**src/core/i2crg_pkg.sv**
```systemverilog
// Constants shared by the serial register target
package i2crg_pkg;
    // ==========================================================
    // Addressing
    localparam logic [6:0] I2CRG_SLAVE_ADDR   = 7'h6b;
    localparam logic [4:0] I2CRG_HS_CODE_HI   = 5'h01;
    localparam int         I2CRG_NUM_REGS     = 5;
    localparam logic [2:0] I2CRG_RO_INDEX     = 3'h3;
    localparam logic [2:0] I2CRG_LAST_INDEX   = 3'h4;
    localparam logic [7:0] I2CRG_UNMAPPED_VAL = 8'hff;
    // ==========================================================
    // Reset values of the writable registers
    localparam logic [7:0] I2CRG_RST_REG0 = 8'h40;
    localparam logic [7:0] I2CRG_RST_REG1 = 8'h30;
    localparam logic [7:0] I2CRG_RST_REG2 = 8'h0a;
    localparam logic [7:0] I2CRG_RST_REG4 = 8'h89;
    // ==========================================================
    // Byte framing
    localparam logic [3:0] I2CRG_BITS_PER_BYTE = 4'h8;
    localparam int         I2CRG_RW_BIT        = 0;
    // ==========================================================
    // Protocol states
    typedef enum logic [5:0] {
        ST_IDLE   = 6'b000001,
        ST_ADDR   = 6'b000010,
        ST_REGA   = 6'b000100,
        ST_DATA   = 6'b001000,
        ST_READ   = 6'b010000,
        ST_IGNORE = 6'b100000
    } i2crg_state_t;
endpackage

```
**src/core/i2crg_target.sv**
```systemverilog
// Serial bus target with five byte-wide registers
`timescale 1ns/1ps
// ==========================================================
module i2crg_target
    import i2crg_pkg::*;
(
    // Clock and reset
    input  wire logic       mclk_i,
    input  wire logic       rstn_i,
    // Bus pins
    input  wire logic       scl_i,
    input  wire logic       sda_i,
    output logic            sda_o,
    output logic            sda_oe_o,
    // Register contents
    input  wire logic [7:0] ident_i,
    output logic [7:0]      status_ctrl_o,
    output logic [7:0]      control_o,
    output logic [7:0]      batt_volt_o,
    output logic [7:0]      charge_cur_o,
    output logic            high_speed_operation_o
);
    // ==========================================================
    // Reset release and pin synchronisers
    logic       rst_meta_reg, rst_n;
    logic [1:0] scl_sync_reg, sda_sync_reg;
    logic       scl_d_reg, sda_d_reg;
    always_ff @(posedge mclk_i or negedge rstn_i)
    begin
        if (!rstn_i)
        begin
            rst_meta_reg <= 1'b0;
            rst_n        <= 1'b0;
        end
        else
        begin
            rst_meta_reg <= 1'b1;
            rst_n        <= rst_meta_reg;
        end
    end
    // Idle bus is high, so the syncs reset high to avoid a false START
    always_ff @(posedge mclk_i or negedge rst_n)
    begin
        if (!rst_n)
        begin
            scl_sync_reg <= 2'h3;
            sda_sync_reg <= 2'h3;
            scl_d_reg    <= 1'b1;
            sda_d_reg    <= 1'b1;
        end
        else
        begin
            scl_sync_reg <= {scl_sync_reg[0], scl_i};
            sda_sync_reg <= {sda_sync_reg[0], sda_i};
            scl_d_reg    <= scl_sync_reg[1];
            sda_d_reg    <= sda_sync_reg[1];
        end
    end
    logic scl_s, sda_s, scl_rise, scl_fall, start_det, stop_det;
    assign scl_s     = scl_sync_reg[1];
    assign sda_s     = sda_sync_reg[1];
    assign scl_rise  = scl_s & ~scl_d_reg;
    assign scl_fall  = ~scl_s & scl_d_reg;
    assign start_det = scl_s & scl_d_reg & sda_d_reg & ~sda_s;
    assign stop_det  = scl_s & scl_d_reg & ~sda_d_reg & sda_s;
    // ==========================================================
    // Register file
    logic [7:0] regs_reg [0:I2CRG_NUM_REGS-1], regs_next [0:I2CRG_NUM_REGS-1];
    function automatic logic [7:0] reset_value(input int idx);
        case (idx)
            0:       reset_value = I2CRG_RST_REG0;
            1:       reset_value = I2CRG_RST_REG1;
            2:       reset_value = I2CRG_RST_REG2;
            4:       reset_value = I2CRG_RST_REG4;
            default: reset_value = 8'h00;
        endcase
    endfunction
    // Index three is fed from outside, so its slot in the array stays idle
    function automatic logic [7:0] read_value(input logic [2:0] ptr, input logic [7:0] r0,
        input logic [7:0] r1, input logic [7:0] r2, input logic [7:0] ro, input logic [7:0] r4);
        case (ptr)
            3'h0:    read_value = r0;
            3'h1:    read_value = r1;
            3'h2:    read_value = r2;
            3'h3:    read_value = ro;
            3'h4:    read_value = r4;
            default: read_value = I2CRG_UNMAPPED_VAL;
        endcase
    endfunction
    // ==========================================================
    // Protocol engine
    i2crg_state_t state_reg, state_next;
    logic [3:0]   cnt_reg, cnt_next;
    logic         in_ack_reg, in_ack_next;
    logic         ack_drive_reg, ack_drive_next;
    logic [7:0]   shift_reg, shift_next;
    logic [7:0]   tx_reg, tx_next;
    logic         tx_en_reg, tx_en_next;
    logic [2:0]   ptr_reg, ptr_next;
    logic         hs_reg, hs_next;
    logic         ack_start, ack_end, addr_match, hs_code;
    logic [7:0]   rd_byte;
    assign ack_start  = scl_fall & (cnt_reg == I2CRG_BITS_PER_BYTE) & ~in_ack_reg;
    assign ack_end    = scl_fall & in_ack_reg;
    assign addr_match = (shift_reg[7:1] == I2CRG_SLAVE_ADDR);
    assign hs_code    = (shift_reg[7:3] == I2CRG_HS_CODE_HI);
    assign rd_byte    = read_value(ptr_reg, regs_reg[0], regs_reg[1], regs_reg[2],
                                   ident_i, regs_reg[4]);
    always_comb
    begin
        state_next     = state_reg;
        cnt_next       = cnt_reg;
        in_ack_next    = in_ack_reg;
        ack_drive_next = ack_drive_reg;
        shift_next     = shift_reg;
        tx_next        = tx_reg;
        tx_en_next     = tx_en_reg;
        ptr_next       = ptr_reg;
        hs_next        = hs_reg;
        for (int i = 0; i < I2CRG_NUM_REGS; i++)
            regs_next[i] = regs_reg[i];
        if (stop_det)
        begin
            state_next     = ST_IDLE;
            hs_next        = 1'b0;
            ack_drive_next = 1'b0;
            tx_en_next     = 1'b0;
        end
        else if (start_det)
        begin
            state_next     = ST_ADDR;
            cnt_next       = 4'h0;
            in_ack_next    = 1'b0;
            ack_drive_next = 1'b0;
            tx_en_next     = 1'b0;
        end
        else if (state_reg != ST_IDLE && state_reg != ST_IGNORE)
        begin
            if (scl_rise && !in_ack_reg && cnt_reg < I2CRG_BITS_PER_BYTE)
            begin
                shift_next = {shift_reg[6:0], sda_s};
                cnt_next   = cnt_reg + 4'h1;
            end
            else if (scl_rise && in_ack_reg && state_reg == ST_READ && sda_s)
            begin
                // Master refused the byte: the read is over
                state_next = ST_IGNORE;
                tx_en_next = 1'b0;
            end
            else if (ack_start)
            begin
                in_ack_next = 1'b1;
                tx_en_next  = 1'b0;
                case (state_reg)
                    ST_ADDR:
                    begin
                        ack_drive_next = addr_match;
                        if (!addr_match && hs_code)
                            hs_next = 1'b1;
                    end
                    ST_REGA, ST_DATA: ack_drive_next = 1'b1;
                    default: ack_drive_next = 1'b0;
                endcase
            end
            else if (ack_end)
            begin
                in_ack_next    = 1'b0;
                ack_drive_next = 1'b0;
                cnt_next       = 4'h0;
                case (state_reg)
                    ST_ADDR:
                    begin
                        if (!addr_match)
                            state_next = ST_IGNORE;
                        else if (shift_reg[I2CRG_RW_BIT])
                        begin
                            state_next = ST_READ;
                            tx_next    = rd_byte;
                            tx_en_next = 1'b1;
                        end
                        else
                            state_next = ST_REGA;
                    end
                    ST_REGA:
                    begin
                        ptr_next   = shift_reg[2:0];
                        state_next = ST_DATA;
                    end
                    ST_DATA:
                    begin
                        // Index three and unmapped indexes drop the byte
                        if (ptr_reg != I2CRG_RO_INDEX && ptr_reg <= I2CRG_LAST_INDEX)
                            regs_next[ptr_reg] = shift_reg;
                        state_next = ST_REGA;
                    end
                    ST_READ:
                    begin
                        tx_next    = rd_byte;
                        tx_en_next = 1'b1;
                    end
                    default: state_next = ST_IGNORE;
                endcase
            end
            else if (scl_fall && state_reg == ST_READ && cnt_reg != 4'h0)
                tx_next = {tx_reg[6:0], 1'b1};
        end
    end
    always_ff @(posedge mclk_i or negedge rst_n)
    begin
        if (!rst_n)
        begin
            state_reg     <= ST_IDLE;
            cnt_reg       <= 4'h0;
            in_ack_reg    <= 1'b0;
            ack_drive_reg <= 1'b0;
            shift_reg     <= 8'h00;
            tx_reg        <= 8'hff;
            tx_en_reg     <= 1'b0;
            ptr_reg       <= 3'h0;
            hs_reg        <= 1'b0;
            for (int i = 0; i < I2CRG_NUM_REGS; i++)
                regs_reg[i] <= reset_value(i);
        end
        else
        begin
            state_reg     <= state_next;
            cnt_reg       <= cnt_next;
            in_ack_reg    <= in_ack_next;
            ack_drive_reg <= ack_drive_next;
            shift_reg     <= shift_next;
            tx_reg        <= tx_next;
            tx_en_reg     <= tx_en_next;
            ptr_reg       <= ptr_next;
            hs_reg        <= hs_next;
            for (int i = 0; i < I2CRG_NUM_REGS; i++)
                regs_reg[i] <= regs_next[i];
        end
    end
    // ==========================================================
    // Outputs; the pin only ever pulls low
    assign sda_o                  = 1'b0;
    assign sda_oe_o               = ack_drive_reg | (tx_en_reg & ~tx_reg[7]);
    assign status_ctrl_o          = regs_reg[0];
    assign control_o              = regs_reg[1];
    assign batt_volt_o            = regs_reg[2];
    assign charge_cur_o           = regs_reg[4];
    assign high_speed_operation_o = hs_reg;
endmodule

```
**config.mk**
```make
export PLATFORM = sky130hd
export DESIGN_NAME = i2crg_target
export DESIGN_NICKNAME = d
export VERILOG_FILES = /design/src/core/i2crg_pkg.sv /design/src/core/i2crg_target.sv
export SDC_FILE = /design/constraint.sdc
export NUM_CORES = 1
export LEC_CHECK = 0
export ABC_AREA = 1
export BUFFER_PORTS_ARGS = -buffer_cell sky130_fd_sc_hd__buf_4
export CORE_AREA = 4 4 97 118
export DETAILED_ROUTE_END_ITERATION = 6
export DIE_AREA = 0 0 101 122
export PLACE_DENSITY = 0.56
export SLEW_MARGIN = 10
export SYNTH_ARGS = -nofsm -noshare
export SYNTH_HDL_FRONTEND = slang
export SYNTH_SLANG_ARGS = --single-unit
export TNS_END_PERCENT = 100
```
**constraint.sdc**
```tcl
create_clock -name mclk_i -period 3.5 [get_ports mclk_i]
set_input_delay 0.525 -clock mclk_i [delete_from_list [all_inputs] [get_ports mclk_i]]
set_output_delay 0.525 -clock mclk_i [all_outputs]
set_load 0.01 [all_outputs]
```
# After elaboration in Yosys (flattened, before gate mapping)
# Index checks and enable logic that the tools add are counted.
[totals] ff_bits=81 latch_bits=0 ram_bits=0 rom_bits=0 in_bits=12 wordCells=174 memories=0
[op_classes] addsub=1 n_mul=0 n_div=0 magnitude_cmp=4 eq_ne=30 shift=0 mux=56 n_bitwise=24 n_reduce_logical=39
[op_table] cell="$mux W6" count=8
[op_table] cell="$bwmux W40" count=1
[op_table] cell="$mux W8" count=5
[op_table] cell="$pmux W8 S5" count=1
[op_table] cell="$mux W1" count=29
[op_table] cell="$demux W8 S3" count=1
[op_table] cell="$mux W4" count=6
[op_table] cell="$pmux W6 S4" count=1
[op_table] cell="$ne A6 B6 Y1 const B" count=3
[op_table] cell="$pmux W8 S2" count=1
[op_table] cell="$ne A3 B3 Y1 const B" count=5
[op_table] cell="$reduce_and A5 Y1" count=3
[op_table] cell="$reduce_bool A2 Y1" count=6
[op_table] cell="$reduce_bool A4 Y1" count=3
[op_table] cell="$and A1 B1 Y1" count=11
[op_table] cell="$logic_and A1 B1 Y1" count=11
[op_table] cell="$not A1 Y1" count=11
[op_table] cell="$reduce_and A10 Y1" count=1
[op_table] cell="$reduce_and A9 Y1" count=1
[op_table] cell="$reduce_bool A3 Y1" count=3
[op_table] cell="$ne A2 B2 Y1 const B" count=4
[op_table] cell="$ne A4 B3 Y1 const B" count=2
[op_table] cell="$reduce_and A4 Y1" count=2
[op_table] cell="$reduce_and A8 Y1" count=1
[op_table] cell="30 further kinds" count=34

# Longest topological paths before layout
[logic_depth] ltp_word=11 depth_mapped=10 depth_no_buf=10

# Worst setup path after synthesis
# Ideal clock, no wire load.
[synth_path] path_type="register -> register" startpoint="register scl_d_reg" endpoint="register regs_reg (netlist bit batt_volt_o[6])" setup_ps=121 arrival_ps=1592 required_ps=3379 path_slack_ps=1787 path_stages_with_launch=9 path_buffers=1 period_less_slack_ps=1713 cell_sequence="dfstp_2 -> nand2_4 -> nor2_8 -> nand2_4 -> nor3b_4 -> nand2_4 -> buf_6 -> nand2_1 -> o21ai_2"
[synth_between] elab_chain_len=7 word_cells_on_any_way=22 classes_between="bitwise (16); reduce/logical (6)"
[synth_lines] item="start: declaration" line="i2crg_target.sv:27" text="logic scl_d_reg, sda_d_reg;"
[synth_lines] item="start signal: assignment" line="i2crg_target.sv:55" text="scl_d_reg <= scl_sync_reg[1];"
[synth_lines] item="$not A1 Y1" line="i2crg_target.sv:62" text="assign scl_rise = scl_s & ~scl_d_reg;"
[synth_lines] item="$and A1 B1 Y1" line="i2crg_target.sv:62"
[synth_lines] item="$logic_and A1 B1 Y1 (3 in a row)" line="i2crg_target.sv:144" text="else if (scl_rise && in_ack_reg && state_reg == ST_READ && sda_s)"
[synth_lines] item="$not A1 Y1 (no line)"
[synth_lines] item="$reduce_and A9 Y1 (no line) (*)"
[synth_lines] item="end signal: indexed assignment" line="i2crg_target.sv:222" text="regs_reg[i] <= reset_value(i);"
[synth_lines] item="end signal: indexed assignment" line="i2crg_target.sv:236" text="regs_reg[i] <= regs_next[i];"
[synth_lines] item="end: declaration" line="i2crg_target.sv:68" text="logic [7:0] regs_reg [0:I2CRG_NUM_REGS-1], regs_next [0:I2CRG_NUM_REGS-1];"
# Every way passes the cells marked *; elsewhere a longest branch is shown, timed or not.
# A chain may end at the register's enable or synchronous reset.

# Final worst setup path
[layout_path] startpoint="register ptr_reg[0]" endpoint="register regs_reg (netlist bit control_o[6])"
[layout_between] elab_chain_len=6 word_cells_on_any_way=11 classes_between="order compare (3); eq/ne (1); mux (3); bitwise (1); reduce/logical (3)"
[layout_lines] item="start: declaration" line="i2crg_target.sv:99" text="logic [2:0] ptr_reg, ptr_next;"
[layout_lines] item="start signal: assignment" line="i2crg_target.sv:233" text="ptr_reg <= ptr_next;"
[layout_lines] item="$not A3 Y4 (not written as such)" line="i2crg_target.sv:193" text="regs_next[ptr_reg] = shift_reg;"
[layout_lines] item="$ge A4 B4 Y1 (not written as such) or $lt A4 B1 Y1 (tied branches)" line="i2crg_target.sv:193"
[layout_lines] item="$logic_and A1 B1 Y1 (not written as such)" line="i2crg_target.sv:193"
[layout_lines] item="$mux W8 (not written as such)" line="i2crg_target.sv:193"
[layout_lines] item="$demux W8 S3" line="i2crg_target.sv:193"
[layout_lines] item="$bwmux W40" line="i2crg_target.sv:193"
# Parallel ways exist; a longest one is shown, timed or not.

==> impl_metrics.env <==
export IMPL_finalNetCount=513
export IMPL_via_per_inst=4.98
export IMPL_register_area_um2=1860
export IMPL_yosysSeqAreaShare_pct=49.5
export IMPL_rsz0062_at_grt="no"
export IMPL_ir_drop_mv=0.329
export IMPL_ctsResizeCount=0
export IMPL_dieHeight_um=122
export IMPL_ys_ff_latch=73
export IMPL_synth_distinct_cells=36
export IMPL_post_place_cells=616
export IMPL_p_leak_nw=2.18
export IMPL_area_delta_synth_final_pct=19.0
export IMPL_antenna_found_initial=0
export IMPL_num_io_pins=47
export IMPL_r2r_slack_ps=1340
export IMPL_drive_gt1_share_pct=23.4
export IMPL_worst_slack_ps=1340
export IMPL_netlist_area_leader_share_pct=33.4
export IMPL_track_usage_pct=17.2
export IMPL_clock_path_buffers=2
export IMPL_grt_pass1_wl_um=16200
export IMPL_stdcell_area_um2=4460
export IMPL_skew_ps=8.95
export IMPL_syn_nets=468
export IMPL_gr_total_overflow=0
export IMPL_clk_pin_slew_ps=60
export IMPL_yosys_warnings=0
export IMPL_r2r_cells=5
export IMPL_finalPower_mw=2.45
export IMPL_synth_area_um2=3750
export IMPL_ant_nets=0
export IMPL_slew_viol_final=0
export IMPL_core_area_um2=10300
export IMPL_layout_cells_non_filler=633
export IMPL_slowest_delay_ps=760
export IMPL_multi_input_area_um2=1630
export IMPL_r2r_end="control_o[6]"
export IMPL_cp_arrival_ps=2360
export IMPL_post_cts_buffers=0
export IMPL_cap_violations=0
export IMPL_drcViolationCount=0
export IMPL_die_w_um=101
export IMPL_crit_path_max_fanout=18
export IMPL_synthTopCellsByArea="dfrtp_1 (33%), dfstp_2 (16%), nand2_1 (13%)"
export IMPL_min_period_ps=2160
export IMPL_syn_inst=454
export IMPL_crit_family="simple AND/OR/NAND/NOR gates"
export IMPL_drtIter0Drc=132
export IMPL_cts_tree="yes"
export IMPL_first_pass_iters=4
export IMPL_hp_class="flop to asynchronous set/reset pin"
export IMPL_cts_sinks=73
export IMPL_dpl_hpwl_um=7270
export IMPL_gp_congestion=0.915
export IMPL_fmax_mhz=463
export IMPL_critPathLaunchType="flop"
export IMPL_placed_area_um2=4160
export IMPL_crit_type="flop to flop"
export IMPL_htreeDepth=3
export IMPL_crit_required_ps=3700
export IMPL_wl_um=9700
export IMPL_setup_tns_ps=0
export IMPL_power_density_nw_per_um2=550
export IMPL_cts_buffers=9
export IMPL_critPathCaptureType="flop"
export IMPL_initial_core_util_pct=36.4
export IMPL_worstMarginPinSlew_ps=685
export IMPL_r2r_start="ptr_reg[0]"
export IMPL_die_area_um2=12300
export IMPL_dp_slack_ps=1370
export IMPL_nFillCells=1032
export IMPL_whs_ps=226
export IMPL_rows=41
export IMPL_root_buffer="clkbuf_16"
export IMPL_finalSetupViolations=0
export IMPL_cp_cell_sequence="clkinv_1 -> nor3_1 -> nand2_4 -> nand2_1 -> o21ai_1"
export IMPL_status="finished clean"
export IMPL_grt_pass1_vias=3154
export IMPL_final_hold_viol_count=0
export IMPL_num_vias=3150
export IMPL_final_util_pct=43.2
export IMPL_post_drt_wl_per_cell_um=15.3
export IMPL_crit_buf_inv=1
export IMPL_insertion_delay_ps=340
export IMPL_yosysTopAreaCell="dfrtp_1"
export IMPL_syn_area_per_cell_um2=8.26
export IMPL_portBuffers=45
export IMPL_maxSlewHeadroom_pct=54.4
export IMPL_crit_path_top_delay_cell="dfrtp_1"
export IMPL_grt_max_degree=50
export IMPL_min_period_over_period_pct=61.7
export IMPL_diodes=0
==> cells in the mapped netlist <==
library cell / instances
inv_1: 40
ha_1: 2
o21ai_1: 24
o21ai_4: 1
buf_4: 3
o21ai_0: 20
nor2_4: 1
nand3_2: 1
and2_0: 1
nor3b_4: 1
or2_2: 7
nor3_1: 2
nand2_2: 1
nand3_1: 39
clkbuf_1: 5
clkinv_1: 1
dfrtp_1: 50
o21a_1: 1
nand4_4: 1
nor2_1: 40
nand2_1: 127
a21boi_0: 7
dfstp_2: 23
xnor2_1: 1
inv_2: 2
nor2_2: 4
nand2_4: 6
buf_6: 5
conb_1: 2
o21ai_2: 8
nand4_1: 18
nor2_8: 1
a21oi_1: 6
o21bai_1: 1
nand3b_1: 1
o22ai_1: 1
==> layer usage <==
| layer | global-route usage, % | routed length (um) |
|---|---|---|
| met1 | 21.4 | 4140 |
| met2 | 28.3 | 4780 |
| met3 | 3.38 | 443 |
| met4 | 8.73 | 335 |
| met5 | 0 | 0 |
==> how the worst max path moves through the flow <==
stage          startpoint       endpoint  slack (ps)  depth (start not counted)
6_report       ptr_reg[0]   control_o[6]        1340                          5
5_1_grt        ptr_reg[0]   control_o[2]        1140                          5
4_1_cts        ptr_reg[0]   control_o[3]        1360                          5
3_5_place_dp   ptr_reg[0]   control_o[3]        1370                          5
3_3_place_gp   ptr_reg[0]   control_o[3]        1390                          5
2_1_floorplan       rst_n  ack_drive_reg        1360                          0
==> what timing repair did <==
| action | 4_1_cts | 5_1_grt |
|---|---|---|
| endpoints found under the hold margin | 2 | 0 |
| setup endpoints to repair | 0 | 0 |
| hold buffers | 1 | 0 |
==> worst register-to-register path, cell delays in order, from the launching register on <==
cell and delay, ps:
dfrtp_1 760, clkinv_1 430, nor3_1 460, nand2_4 210
nand2_1 100, o21ai_1 70
==> cell type report <==
type | count | area share [%]
flip-flops and latches | 73 | 41.6
multi-input cells | 325 | 36.6
repair buffers | 47 | 7.97
clock buffers | 11 | 5.22
inverters | 43 | 3.62
well taps | 129 | 3.62
clock inverters | 5 | 1.29
==> cells in the final DEF, fill, tap and decap left out, drive strengths merged, types with 3 or more instances in the layout <==
cell type / n
nor2: 46
dfrtp: 50
nand4: 19
o21ai: 53
dfstp: 23
clkinvlp: 3
buf: 46
nand3: 40
clkbuf: 11
a21oi: 6
nand2: 134
inv: 42
a21boi: 7
or2: 7
==> report_power, final <==
group / internal, mW / switching (mW)
registers: 0.944 / 0.0832
clock network: 0.551 / 0.352
logic: 0.153 / 0.369
==> cells by family after synthesis <==
group                    after synthesis  share of synthesized area [%]
AND/OR/NAND/NOR                      251                           31.5
flip-flops                            73                           49.5
AO/OA/AOI/OAI                         69                           10.9
buffers and inverters                 56                           6.91
adder cells (fa/ha/maj)                2                          0.667
other                                  2                          0.200
XOR/XNOR                               1                          0.234
Power figures use the tool's default switching activity.
